$ cat src/core/status_flags_regs.svh
// Timing constants and defaults for the servo status output flags
`ifndef STATUS_FLAGS_REGS_SVH
`define STATUS_FLAGS_REGS_SVH

// Control clock rate in kHz
`define CLK_SYS_KHZ           40000
// Power-on settling window, in ms
`define SETTLE_SINGLE_MIN_MS  2500
`define SETTLE_SINGLE_MAX_MS  3500
`define SETTLE_MULTI_MIN_MS   3500
`define SETTLE_MULTI_MAX_MS   4000
// Settling point chosen at the window start, in cycles
`define SETTLE_SINGLE_CYC     (`SETTLE_SINGLE_MIN_MS * `CLK_SYS_KHZ)
`define SETTLE_MULTI_CYC      (`SETTLE_MULTI_MIN_MS * `CLK_SYS_KHZ)
// Speed-reached band: set*5/100 + 20
`define SA_PCT                5
`define SA_OFFSET             20
`define SA_MIN_SET            20
// Zero-speed defaults
`define ZSP_LEVEL_DEFAULT     50
`define ZSP_HYST              20
// Warning codes for battery flag
`define WARN_BATT_CABLE       12'h092
`define WARN_BATT_LOW         12'h09F

`endif

$ cat src/core/status_flags_pkg.sv
// Types shared by the servo status output flag logic
package status_flags_pkg;
    typedef enum logic [1:0] {
        MODE_POSITION = 2'b00,
        MODE_VELOCITY = 2'b01,
        MODE_TORQUE   = 2'b10
    } ctrl_mode_t;

    typedef enum logic [1:0] {
        ST_SETTLING = 2'b00,
        ST_RUN      = 2'b01
    } settle_state_t;
endpackage : status_flags_pkg

$ cat src/core/level_sync.sv
// Two-flop synchroniser for a bus of asynchronous levels
`timescale 1ns/1ps
module level_sync #(
    parameter int WIDTH = 1
) (
    input  wire logic             clk_sys,
    input  wire logic             rstn,
    input  wire logic [WIDTH-1:0] din,
    output logic      [WIDTH-1:0] dout
);
    logic [WIDTH-1:0] meta_r;

    always_ff @(posedge clk_sys or negedge rstn) begin
        if (!rstn) begin
            meta_r <= '0;
            dout   <= '0;
        end else begin
            meta_r <= din;
            dout   <= meta_r;
        end
    end
endmodule : level_sync

$ cat src/core/servo_status_output_flags.sv
// Status output flag generator of a servo drive unit
//
// Behaviour
// Malfunction flag drops whenever the protective circuit shuts off base drive.
// With no alarm, malfunction flag rises 2.5-3.5 s (multi-axis 3.5-4.0 s) after power-on.
// In-position flag set while droop count lies within the in-position range.
// In-position flag offered only in position control.
// Ready flag rises when the drive enters servo-on.
// Speed-reached low at servo-off; high within set speed +/- (set*0.05+20).
// Speed-reached always high when set speed is 20 or less.
// Speed-reached offered only in velocity control.
// Warning flag high on any warning; else settles low in power-on window.
// Battery warning high on warning 092 or 09F; else settles low.
// Battery warning always low with a battery-less absolute encoder.
// Motor-stop warning high on a drive-preventing warning; else settles low.
// Gain-switch indicators follow the first and second switched gain sets.
// Absolute-position-lost flag high while absolute position is undetermined.
// Fully-closed-loop indicator high in fully closed loop, low in semi closed.
// Converter flag set on ready-on command, cleared by converter-stopping alarm.
// Brake interlock low at servo-off and on any alarm.
// Speed-limiting flag in torque mode only, low at servo-off.
// Zero-speed flag rises when speed magnitude reaches the zero-speed level.
// Zero-speed flag clears only at level plus 20 r/min hysteresis.
// Torque-limiting flag on torque limit, low at servo-off and in torque mode.
// All flags registered and held deasserted during reset and settling; the three warning flags are not held low while settling.
`timescale 1ns/1ps
`include "status_flags_regs.svh"
module servo_status_output_flags
    import status_flags_pkg::*;
#(
    parameter int SPW           = 16,
    parameter int DPW           = 24,
    parameter int SETTLE_SINGLE = `SETTLE_SINGLE_CYC,
    parameter int SETTLE_MULTI  = `SETTLE_MULTI_CYC
) (
    input  wire logic           clk_sys,
    input  wire logic           rstn,
    // Configuration
    input  wire logic           multi_axis,
    input  wire logic [1:0]     ctrl_mode,
    input  wire logic           batteryless_abs,
    input  wire logic [DPW-1:0] in_position_range_setting,
    input  wire logic [SPW-1:0] zero_speed_level_setting,
    // Drive state from the same clock domain
    input  wire logic           base_shutoff,
    input  wire logic           alarm_active,
    input  wire logic           conv_stop_alarm,
    input  wire logic           warning_active,
    input  wire logic [11:0]    warning_code,
    input  wire logic           stop_warning_active,
    input  wire logic           servo_on,
    input  wire logic [DPW-1:0] droop_mag,
    input  wire logic [SPW-1:0] set_speed,
    input  wire logic [SPW-1:0] speed_mag,
    input  wire logic           speed_at_limit,
    input  wire logic           torque_at_limit,
    input  wire logic           gain_set1_active,
    input  wire logic           gain_set2_active,
    input  wire logic           abs_pos_valid,
    input  wire logic           closed_loop_full,
    // Asynchronous command from the converter link
    input  wire logic           ready_on_cmd,
    // Flags
    output logic                malfunction_flag,
    output logic                in_position_flag,
    output logic                ready_flag,
    output logic                speed_reached_flag,
    output logic                warning_flag,
    output logic                battery_warning_flag,
    output logic                motor_stop_warning_flag,
    output logic                gain_switch_indicator,
    output logic                gain_switch_indicator_second,
    output logic                abs_position_lost_flag,
    output logic                tough_drive_flag,
    output logic                fully_closed_loop_indicator,
    output logic                converter_status_flag,
    output logic                brake_interlock_flag,
    output logic                speed_limiting_flag,
    output logic                zero_speed_flag,
    output logic                torque_limiting_flag
);

    // ------------------------------------------------------------
    // Power-on settling
    // ------------------------------------------------------------
    settle_state_t settle_r;
    logic [31:0]   settle_cnt_r;
    logic [31:0]   settle_limit;
    logic          settled;
    logic          settle_done;

    // Window start is the earliest legal point; shortest power-up wait
    assign settle_limit = multi_axis ? 32'(SETTLE_MULTI) : 32'(SETTLE_SINGLE);
    assign settled      = (settle_r == ST_RUN);
    assign settle_done  = (settle_cnt_r >= settle_limit - 32'h0000_0001);

    // Counter freezes once done, so it can never wrap back
    always_ff @(posedge clk_sys or negedge rstn) begin
        if (!rstn) begin
            settle_cnt_r <= 32'h0000_0000;
        end else if (settle_r == ST_SETTLING && !settle_done) begin
            settle_cnt_r <= settle_cnt_r + 32'h0000_0001;
        end
    end

    always_ff @(posedge clk_sys or negedge rstn) begin
        if (!rstn) begin
            settle_r <= ST_SETTLING;
        end else begin
            case (settle_r)
                ST_SETTLING: begin
                    if (settle_done) begin
                        settle_r <= ST_RUN;
                    end
                end
                ST_RUN:  settle_r <= ST_RUN;
                default: settle_r <= ST_SETTLING;
            endcase
        end
    end

    // ------------------------------------------------------------
    // Input crossing
    // ------------------------------------------------------------
    logic ready_on_s;

    level_sync #(
        .WIDTH (1)
    ) u_ready_sync (
        .clk_sys (clk_sys),
        .rstn    (rstn),
        .din     (ready_on_cmd),
        .dout    (ready_on_s)
    );

    logic ready_on_d_r;
    logic ready_on_rise;

    always_ff @(posedge clk_sys or negedge rstn) begin
        if (!rstn) begin
            ready_on_d_r <= 1'b0;
        end else begin
            ready_on_d_r <= ready_on_s;
        end
    end

    assign ready_on_rise = ready_on_s && !ready_on_d_r;

    // ------------------------------------------------------------
    // Speed comparisons
    // ------------------------------------------------------------
    function automatic logic [SPW+1:0] absdiff(input logic [SPW-1:0] a,
                                               input logic [SPW-1:0] b);
        absdiff = (a >= b) ? (SPW+2)'(a - b) : (SPW+2)'(b - a);
    endfunction : absdiff

    logic [SPW+1:0] sa_band;
    logic           sa_hit;
    logic           pos_mode;
    logic           vel_mode;
    logic           trq_mode;

    assign pos_mode = (ctrl_mode == MODE_POSITION);
    assign vel_mode = (ctrl_mode == MODE_VELOCITY);
    assign trq_mode = (ctrl_mode == MODE_TORQUE);
    // Integer 5 % keeps the band free of a divider-free rounding surprise
    assign sa_band  = (SPW+2)'((32'(set_speed) * `SA_PCT) / 100 + `SA_OFFSET);
    assign sa_hit   = (set_speed <= SPW'(`SA_MIN_SET))
                   || (absdiff(speed_mag, set_speed) <= sa_band);

    logic zsp_raw;

    zero_speed_det #(
        .SPW (SPW)
    ) u_zsp (
        .clk_sys                  (clk_sys),
        .rstn                     (rstn),
        .enable                   (settled),
        .speed_mag                (speed_mag),
        .zero_speed_level_setting (zero_speed_level_setting),
        .zero_speed               (zsp_raw)
    );

    // ------------------------------------------------------------
    // Alarm and warning flags
    // ------------------------------------------------------------
    always_ff @(posedge clk_sys or negedge rstn) begin
        if (!rstn) begin
            malfunction_flag <= 1'b0;
        end else begin
            // Low until settled, then high only with no alarm or shutoff
            malfunction_flag <= settled && !alarm_active && !base_shutoff;
        end
    end

    // Warnings pass at once: a high means something even while settling
    always_ff @(posedge clk_sys or negedge rstn) begin
        if (!rstn) begin
            warning_flag            <= 1'b0;
            battery_warning_flag    <= 1'b0;
            motor_stop_warning_flag <= 1'b0;
        end else begin
            warning_flag     <= warning_active;
            battery_warning_flag <= !batteryless_abs && warning_active
                && (warning_code == `WARN_BATT_CABLE
                    || warning_code == `WARN_BATT_LOW);
            motor_stop_warning_flag <= stop_warning_active;
        end
    end

    // ------------------------------------------------------------
    // Motion flags
    // ------------------------------------------------------------
    always_ff @(posedge clk_sys or negedge rstn) begin
        if (!rstn) begin
            in_position_flag <= 1'b0;
            ready_flag       <= 1'b0;
        end else begin
            in_position_flag <= settled && pos_mode
                && (droop_mag <= in_position_range_setting);
            ready_flag <= settled && servo_on;
        end
    end

    // ------------------------------------------------------------
    // Speed and limit flags
    // ------------------------------------------------------------
    // Speed-reached and speed-limiting flags only in their own mode; torque limiting in every mode but torque
    always_ff @(posedge clk_sys or negedge rstn) begin
        if (!rstn) begin
            speed_reached_flag   <= 1'b0;
            speed_limiting_flag  <= 1'b0;
            torque_limiting_flag <= 1'b0;
        end else begin
            speed_reached_flag <= settled && servo_on && vel_mode && sa_hit;
            speed_limiting_flag <= settled && servo_on && trq_mode
                && speed_at_limit;
            torque_limiting_flag <= settled && servo_on && !trq_mode
                && torque_at_limit;
        end
    end

    // ------------------------------------------------------------
    // Zero speed and brake
    // ------------------------------------------------------------
    always_ff @(posedge clk_sys or negedge rstn) begin
        if (!rstn) begin
            zero_speed_flag <= 1'b0;
        end else begin
            zero_speed_flag <= zsp_raw;
        end
    end

    always_ff @(posedge clk_sys or negedge rstn) begin
        if (!rstn) begin
            brake_interlock_flag <= 1'b0;
        end else begin
            // Brake holds whenever the shaft is not under servo control
            brake_interlock_flag <= settled && servo_on && !alarm_active;
        end
    end

    // ------------------------------------------------------------
    // Gain-switch indicators
    // ------------------------------------------------------------
    always_ff @(posedge clk_sys or negedge rstn) begin
        if (!rstn) begin
            gain_switch_indicator        <= 1'b0;
            gain_switch_indicator_second <= 1'b0;
        end else begin
            gain_switch_indicator        <= settled && gain_set1_active;
            gain_switch_indicator_second <= settled && gain_set2_active;
        end
    end

    // ------------------------------------------------------------
    // Loop and position-state indicators
    // ------------------------------------------------------------
    always_ff @(posedge clk_sys or negedge rstn) begin
        if (!rstn) begin
            abs_position_lost_flag       <= 1'b0;
            fully_closed_loop_indicator  <= 1'b0;
            tough_drive_flag             <= 1'b0;
        end else begin
            abs_position_lost_flag       <= settled && !abs_pos_valid;
            fully_closed_loop_indicator  <= settled && closed_loop_full;
            tough_drive_flag             <= 1'b0;
        end
    end

    // ------------------------------------------------------------
    // Converter status
    // ------------------------------------------------------------
    always_ff @(posedge clk_sys or negedge rstn) begin
        if (!rstn) begin
            converter_status_flag <= 1'b0;
        end else if (!settled || conv_stop_alarm) begin
            // Stop alarm beats a coincident ready-on: the safe outcome
            converter_status_flag <= 1'b0;
        end else if (ready_on_rise) begin
            converter_status_flag <= 1'b1;
        end
    end

endmodule : servo_status_output_flags

$ cat src/core/zero_speed_det.sv
// Zero-speed detector with hysteresis on speed magnitude
`timescale 1ns/1ps
`include "status_flags_regs.svh"
module zero_speed_det #(
    parameter int SPW = 16
) (
    input  wire logic           clk_sys,
    input  wire logic           rstn,
    input  wire logic           enable,
    input  wire logic [SPW-1:0] speed_mag,
    input  wire logic [SPW-1:0] zero_speed_level_setting,
    output logic                zero_speed
);
    logic [SPW:0] off_level;

    assign off_level = {1'b0, zero_speed_level_setting} + (SPW+1)'(`ZSP_HYST);

    always_ff @(posedge clk_sys or negedge rstn) begin
        if (!rstn) begin
            zero_speed <= 1'b0;
        end else if (!enable) begin
            zero_speed <= 1'b0;
        end else if (speed_mag <= zero_speed_level_setting) begin
            zero_speed <= 1'b1;
        end else if ({1'b0, speed_mag} >= off_level) begin
            zero_speed <= 1'b0;
        end
    end
endmodule : zero_speed_det

$ cat config.mk
export PLATFORM = sky130hd
export DESIGN_NAME = servo_status_output_flags
export DESIGN_NICKNAME = d
export VERILOG_FILES = /design/src/core/status_flags_pkg.sv /design/src/core/level_sync.sv /design/src/core/servo_status_output_flags.sv /design/src/core/zero_speed_det.sv
export VERILOG_INCLUDE_DIRS = /design/src /design/src/core
export SDC_FILE = /design/constraint.sdc
export NUM_CORES = 1
export LEC_CHECK = 0
export ABC_AREA = 1
export CORE_MARGIN = 2
export CORE_UTILIZATION = 60
export DETAILED_ROUTE_END_ITERATION = 12
export DONT_BUFFER_PORTS = 1
export GPL_TIMING_DRIVEN = 0
export MAX_ROUTING_LAYER = met4
export PLACE_DENSITY_LB_ADDON = 0.1
export SYNTH_ARGS = -nofsm -noshare
export SYNTH_HDL_FRONTEND = slang
export SYNTH_SLANG_ARGS = --single-unit
$ cat constraint.sdc
create_clock -name clk_sys -period 4.4 [get_ports clk_sys]
set_input_delay 0.44 -clock clk_sys [delete_from_list [all_inputs] [get_ports clk_sys]]
set_output_delay 0.44 -clock clk_sys [all_outputs]
set_load 0.005 [all_outputs]
### Word level (Yosys, flattened, before mapping)

Index checks and enable logic that the tools add are counted.

| storage, ports and cells | value |
|---|---|
| bits of input ports | 127 |
| register bits after elaboration | 54 |
| output and inout port bits | 17 |
| word-level logic and storage cells | 87 |

| cells by class | value |
|---|---|
| $add $sub $neg | 6 |
| $lt $le $gt $ge | 7 |
| eq/ne operators | 7 |
| multiply operators | 1 |
| multiplexer cells | 9 |
| divide/modulo/power cells | 1 |
| reductions and logical operators | 34 |

Operators with widths:

| cell | count |
|---|---|
| $sub A16 B16 Y17 | 2 |
| $add A32 B1 Y32 const B | 1 |
| $div A19 B7 Y32 const B | 1 |
| $ge A32 B32 Y1 | 1 |
| $sub A28 B1 Y29 const B | 1 |
| $mux W28 | 1 |
| $eq A12 B8 Y1 const B | 2 |
| $le A24 B24 Y1 | 1 |
| $logic_and A1 B1 Y1 | 20 |
| $mul A16 B3 Y19 const B | 1 |
| $add A18 B5 Y18 const B | 1 |
| $le A18 B18 Y1 | 1 |
| $mux W18 | 1 |
| $add A16 B5 Y17 const B | 1 |
| $ge A16 B17 Y1 | 1 |
| $ge A16 B16 Y1 | 1 |
| $le A16 B16 Y1 | 1 |
| $le A16 B5 Y1 const B | 1 |
| $logic_not A1 Y1 | 8 |
| $mux W1 | 5 |
| $eq A2 B1 Y1 const B | 2 |
| $logic_not A2 Y1 | 2 |
| $pmux W2 S2 | 1 |
| $logic_or A1 B1 Y1 | 3 |
| other kinds (5) | 5 |

### Depth between registers and ports, before layout

Gate-level depths: netlist of the first run.

| logic depth | value |
|---|---|
| word-level depth | 6 |
| gate-level depth with buffers | 87 |
| depth with buffers taken out | 87 |

### By module

Synthesis of the first run repeated with hierarchy kept, for this count alone.

| unflattened totals | value |
|---|---|
| cell total of the unflattened synthesis | 1,366 |
| area total of the unflattened synthesis | 9,141.3 µm² |

Modules (own cells, without submodules):

| module | instances | cells an instance | area each (µm²) |
|---|---|---|---|
| servo_status_output_flags | 1 | 1,195 | 7,993.9 |
| zero_speed_det | 1 | 169 | 1,097.3 |
| level_sync | 1 | 2 | 50.0 |

### Worst setup path before layout of the first run

No wires, ideal clock.

| path | value |
|---|---|
| path kind | in2reg |
| start point | in set_speed[1] |
| end point | reg speed_reached_flag |
| required time | 4.275 ns |
| setup time | 0.125 ns |
| path slack | -3.742 ns |
| data arrival time | 8.017 ns |
| cell stages on the path | 76 |
| buffers on the path | 0 |
| cell sequence | ha_1 > ha_1 > fa_1 > nand2_1 > nand2_1 > nand3_1 > nand2_2 > nand2_1 > nand2_1 > nand2_2 > nand2_2 > nor2_2 > nand2_2 > nand2_2 > nand2_1 > nand2_1 > nor2_4 > nand2_2 > [40 not listed] > inv_2 > nand2_1 > o21ai_1 > o21bai_1 > ha_1 > nor2_1 > o21bai_1 > a21oi_1 > o21ai_0 > o311ai_0 > nand2_1 > a32o_1 > o211ai_1 > a21oi_1 > o21ai_0 > a21oi_1 > o21ai_0 > a2111oi_0 |

| on the way | value |
|---|---|
| word-level cells in the longest chain between the ends | 6 |

RTL lines:

| what | RTL line | RTL |
|---|---|---|
| from (decl) | servo_status_output_flags.sv:53 | `input wire logic [SPW-1:0] set_speed,` |
| $mul A16 B3 Y19 (no source line) | -- |  |
| $div A19 B7 Y32 | servo_status_output_flags.sv:167 | `` assign sa_band = (SPW+2)'((32'(set_speed) * `SA_PCT) / 100 + `SA_OFFSET); `` |
| $add A18 B5 Y18 (no source line) | -- |  |
| $le A18 B18 Y1 | servo_status_output_flags.sv:169 | `\|\| (absdiff(speed_mag, set_speed) <= sa_band);` |
| $logic_or A1 B1 Y1 (*) | servo_status_output_flags.sv:168 | `` assign sa_hit = (set_speed <= SPW'(`SA_MIN_SET)) `` |
| $logic_and A1 B1 Y1 (*) | servo_status_output_flags.sv:235 | `speed_reached_flag <= settled && servo_on && vel_mode && sa_hit;` |
| to (signal assigned) | servo_status_output_flags.sv:235 |  |
| to (decl) | servo_status_output_flags.sv:67 | `output logic speed_reached_flag,` |

Every way passes the cells marked *; elsewhere a longest branch is shown, timed or not.
A chain may end at the register's enable or synchronous reset.

### Worst setup path after layout of the first run

Ends and elaborated chain as after synthesis.

==> results.toml, run 1 <==
[worst_setup_path]
end_kind = "flip-flop"
cpMostUsedCell = "nand2_4"
slowest_stage = "fa_2"
rr_startpoint = "settle_cnt_r[1]"
worstReg2RegEnd = "settle_cnt_r[27]"
worstPathMaxFanout = 7
arrival_ns = 8.76
slowest_delay_ns = 0.36
crit_buf_inv = 5
cp_top_family = "simple AND/OR/NAND/NOR gates"
r2r_cells = 23
rrSetupSlack_ns = 0.25
path_class = "in2reg"
crit_required_ns = 4.59
start_kind = "input port"
cp.depth = 76

[global_route]
overflow = 0
grt_pass1_vias = 7829
antenna_found_initial = 0
gr-usage-all-layers = 0.268
grt_pass1_wl_um = 35100
grt_max_degree = 54

[synthesis]
synth_edf_count = 0
synth_seq_cells = 53
yosys-top-cells-area = "ha_1, dfrtp_1, nand2_1"
synth_fp_nets = 1578
synth_top_cell_area_share = 0.205
avgSynthCellArea_um2 = 6.73
synthArstFlopShare = 1.00
yosysWarningCount = 0
yosysSeqAreaShare = 0.151
yosysUniqueCellTypes = 51
synthCells = 1304
yosysMostFrequentCell = "nand2_1"
post_synth_instance_area_um2 = 8780
ys.flop_type = "dfrtp_1"
yosys.area.top_type = "ha_1"
synthTopCellsByCount = "nand2_1, inv_1, ha_1, nand3_1, a21oi_1"

[sta]
fmaxAchievable_mhz = 117
rsz0062_at_grt = "true"
finalCritPeriodShare = 1.95
relSlewSlack = 0.382
setup_slack_ns = -4.18
hold_slack_ns = 0.00299
hold_viol = 0
skew_ns = 0.00673
period_needed_ns = 8.58
setup_viol = 1
slew_viol_final = 0
worst_pin_slew_ns = 0.920

[run_status]
violations = "negative setup slack"
status = "finished, violations left"

[die]
std_cell_rows = 44
die_area_um2 = 15600
io_pins = 144
core_area_um2 = 14400
fp.dieH_um = 125
fp.dieW_um = 125
start_util = 0.609

[clocking]
cts_buffer_depth = 2
clk_pin_slew_ns = 0.07
clkLatencyLatePin_ns = 0.29
tritoncts = "built"
h-tree-depth = 2
cts_buffers = 5
cts_root_buf = "clkbuf_16"
clock-sinks = 53

[routing]
drc = 0
via_per_inst = 5.57
vias = 8738
drt_iter0_drc = 448
postRouteAntennaNets = 0
wl_um = 23100
dr.pass1.iters = 5
wl_per_cell_um = 14.7

[finish]
largest-register = "settle_cnt_r"
final_core_utilization = 0.752
n_fill_cell = 1089
largest_reg_flops = 32
nNetsFinal = 1657
drive_gt1_frac = 0.230
syn_to_final_growth_pct = 23.6
antenna_cells = 0

[place]
gp_congestion = 0.926
port_buffers = 0
dp_hpwl_um = 16500

[hold_path]
hold_class = "in2async"

[flow_run]
drv_cap = 0
cell type report:
cell class                      instances  area [um^2]  share of cell area
Multi-Input combinational cell        997         7580               0.698
Inverter                              246          932              0.0859
Timing Repair Buffer                   72          598              0.0551
Tap cell                              184          230              0.0212
Clock inverter                          2         13.8             0.00127
Buffer                                  8         33.8             0.00311
Sequential cell                        53         1330               0.122
Clock buffer                            6          139              0.0128
metrics by stage:
step                      TNS (ns)  instance area, um^2  setup slack [ns]  instances
after global routing         -5.15                10900             -4.89       1568
after detailed placement     -6.16                 9010             -5.07       1488
after global placement       -5.90                 9010             -4.90       1488
after CTS                    -3.98                10100             -3.98       1539
after floorplan              -3.70                 8780             -3.70       1304
final                        -4.18                10900             -4.18       1568
cell families after synthesis:
kind of cell,Yosys count,synth area share
buffers and inverters,254,0.109
XOR/XNOR,67,0.0669
other,2,0.000856
AO/OA/AOI/OAI,183,0.119
flip-flops,53,0.151
multiplexers,5,0.00570
AND/OR/NAND/NOR,593,0.335
adder cells (fa/ha/maj),147,0.212
what timing repair did:
item	in CTS	in global routing
setup buffers	42	29
endpoints found under the setup margin	4	4
gates resized for setup	133	117
endpoints found under the hold margin	53	0
pin swaps	72	91
hold buffers	1	0
metal layers:
metal | vias to the layer above | GRT usage | routed length, um
met2 | 250 | 0.476 | 11900
met1 | 4005 | 0.337 | 9680
li1 | 4439 | - | -
met4 | 0 | 0.0444 | 421
met3 | 44 | 0.0244 | 1080
met5 | - | - | 0
worst max-delay path by stage:
stage	from	to	slack, ns
floorplan	set_speed[1]	speed_reached_flag	-3.70
global placement	set_speed[1]	speed_reached_flag	-4.90
detailed placement	set_speed[1]	speed_reached_flag	-5.07
CTS	set_speed[1]	speed_reached_flag	-3.98
global route	set_speed[1]	speed_reached_flag	-4.89
finish	set_speed[1]	speed_reached_flag	-4.18
cell usage in the layout (no fill, tap or decap), types with 6 or more instances in the layout:
master      n
xnor2_1    15
buf_6      10
nand2_1   221
o21ai_1    10
nor4_1      6
nor2_1     62
ha_4       12
nand4_4     9
nand3_4     9
nand3_1    66
a31oi_1     8
o211ai_1    7
nand3_2    20
clkbuf_1    7
a211oi_1    6
nor2_4     12
dfrtp_1    53
a21oi_1    72
xor2_1     51
nand2_4    58
o21ai_0    39
nor3_1     16
nand4_1    29
nand2_8     9
a21oi_2     6
nor2_2      8
ha_1      129
inv_1     223
nand2_2    51
inv_2      17
buf_4      62
worst register-to-register path: stages, from the launching register on:
cell and delay, ns:
dfrtp_1 0.39, ha_2 0.19, inv_2 0.06, nor4_2 0.06
nand3_1 0.11, a21boi_1 0.08, o31ai_2 0.23, nand2_1 0.12
a21oi_2 0.17, o21ai_1 0.08, nand3_1 0.14, nand3_4 0.13
nor2_4 0.17, nand3_4 0.10, nor3_4 0.20, nand4_1 0.19
nor4b_4 0.34, nand4_1 0.14, or2_4 0.28, nor3_4 0.21
nand3_2 0.13, nor3b_4 0.27, nand3_2 0.10, xor2_1 0.15
Power of run 1 is not shown: default switching activity piles up to over one toggle a cycle in this logic, so the estimate is an artifact.
==> run 2: changes to the inputs <==
--- a/config.mk
+++ b/config.mk
@@ -17,3 +17,4 @@
 export SYNTH_ARGS = -nofsm -noshare
 export SYNTH_HDL_FRONTEND = slang
 export SYNTH_SLANG_ARGS = --single-unit
+export TNS_END_PERCENT = 30
==> run 2 against run 1 <==
The run still ends with negative setup slack left; non-clock buffer count is 11 lower; hold slack better by 0.0018 ns; critical path type unchanged; maximum frequency is 0.32% higher; critical path depth is 4 lower; sequential cell count stayed put; largest cell class unchanged; global-route usage stayed put; wire length is 1.3% lower; highest routed layer unchanged.
==> results.toml, run 2 (synthesis results as in run 1) <==
[run_status]
status = "finished, violations left"
violations = "negative setup slack"

[worst_setup_path]
end_kind = "flip-flop"
cp-startpoint = "set_speed[3]"
start_kind = "input port"
worstPathMaxFanout = 7
slowest_stage = "ha_1"
rr_startpoint = "settle_cnt_r[0]"
cpMostUsedCell = "nand2_4"
crit_required_ns = 4.58
arrival_ns = 8.73
path_class = "in2reg"
slowest_delay_ns = 0.31

[place]
gp_congestion = 0.926
port_buffers = 0
dp_cells = 1488
dp_hpwl_um = 16500

[global_route]
grt_max_degree = 54
gr-usage-all-layers = 0.268
grt_pass1_wl_um = 35100
antenna_found_initial = 0
grt_pass1_vias = 7829
overflow = 0

[finish]
final_cell_mix = "inv_1, nand2_1, ha_1"
nNetsFinal = 1646
syn_to_final_growth_pct = 21.9
final_common_cell = "inv_1"
drive_gt1_frac = 0.218
finalNonFillerCells = 1557
antenna_cells = 0
largest_reg_flops = 32
largest-register = "settle_cnt_r"

[sta]
period_needed_ns = 8.55
hold_viol = 0
setup_slack_ns = -4.15
setup_viol = 2
rsz0062_at_grt = "true"
slew_viol_final = 0
fin_tns_setup_ns = -4.16
relSlewSlack = 0.378
finalCritPeriodShare = 1.94
fmaxAchievable_mhz = 117
skew_ns = 0.00487
worst_pin_slew_ns = 0.926

[routing]
via_per_inst = 5.57
dr.pass1.iters = 5
vias = 8678
wl_um = 22800
wl_per_cell_um = 14.6
drc = 0
postRouteAntennaNets = 0
drt_iter0_drc = 456

[die]
fp.dieW_um = 125
io_pins = 144
die_area_um2 = 15600
std_cell_rows = 44
start_util = 0.609
fp.dieH_um = 125
core_area_um2 = 14400

[clocking]
tritoncts = "built"
cts_buffers = 5
clkLatencyLatePin_ns = 0.29
clock-sinks = 53
clk_pin_slew_ns = 0.07
cts_root_buf = "clkbuf_16"
cts_buffer_depth = 2
h-tree-depth = 2

[flow_run]
drv_cap = 0

[hold_path]
hold_class = "in2async"
[run 2: cell types whose count changed in the layout (fill, tap and decap cells not counted), sizes merged]
cell,before,now
buf,73,62
[run 2: worst max-delay path: cells and delay by family]
family / cells / cell delay (ns)
simple gates: 49 / 4.60
buf+inv: 6 / 0.56
xor+xnor: 1 / 0.17
compound gates: 12 / 1.89
fa+ha+maj: 4 / 1.01
[run 2: worst paths after layout]
path / to / slack [ns] / cells past startpoint
setup / recovery: speed_reached_flag / -4.15 / 72
hold / removal: settle_r[0] / 0.005 / 1
setup reg to reg: settle_cnt_r[27] / -0.01 / 23
hold reg to reg: u_ready_sync.dout / 0.35 / 0
max in group asynchronous: settle_cnt_r[30] / 4.18 / 1
min in group clk_sys: motor_stop_warning_flag / 0.17 / 0
[run 2: through the flow]
stage          setup WS, ns  cell area (um^2)  hold WS, ns  utilization
3_5_place_dp          -5.07              9010        0.145        0.625
4_1_cts               -3.98             10100       0.0142        0.697
3_3_place_gp          -4.90              9010        0.145        0.625
6_report              -4.15             10700      0.00475        0.741
2_1_floorplan         -3.70              8780        0.144            -
5_1_grt               -4.89             10700       0.0171        0.741
[run 2: timing repair]
item	4_1_cts	5_1_grt
hold buffers	1	0
setup buffers	42	18
resized for setup	133	100
endpoints found under the hold margin	53	0
endpoints found under the setup margin	4	4
pin swaps	72	77
[run 2: routing by layer]
| layer | share of wire | global-route usage | vias to the layer above |
|---|---|---|---|
| met5 | 0 | - | - |
| met2 | 0.51 | 0.476 | 264 |
| met1 | 0.42 | 0.337 | 3955 |
| met3 | 0.049 | 0.0244 | 45 |
| met4 | 0.020 | 0.0444 | 0 |
| li1 | - | - | 4414 |
[run 2: layout make-up]
type                       count  area [um^2]
timing repair buffer          61          515
clock buffer                   6          139
multi-input combinational    997         7500
sequential                    53         1330
buffer                         8         33.8
clock inverter                 2         13.8
tap                          184          230
fill                        1114         3730
inverter                     246          932
Power of run 2 is left out for the same reason.
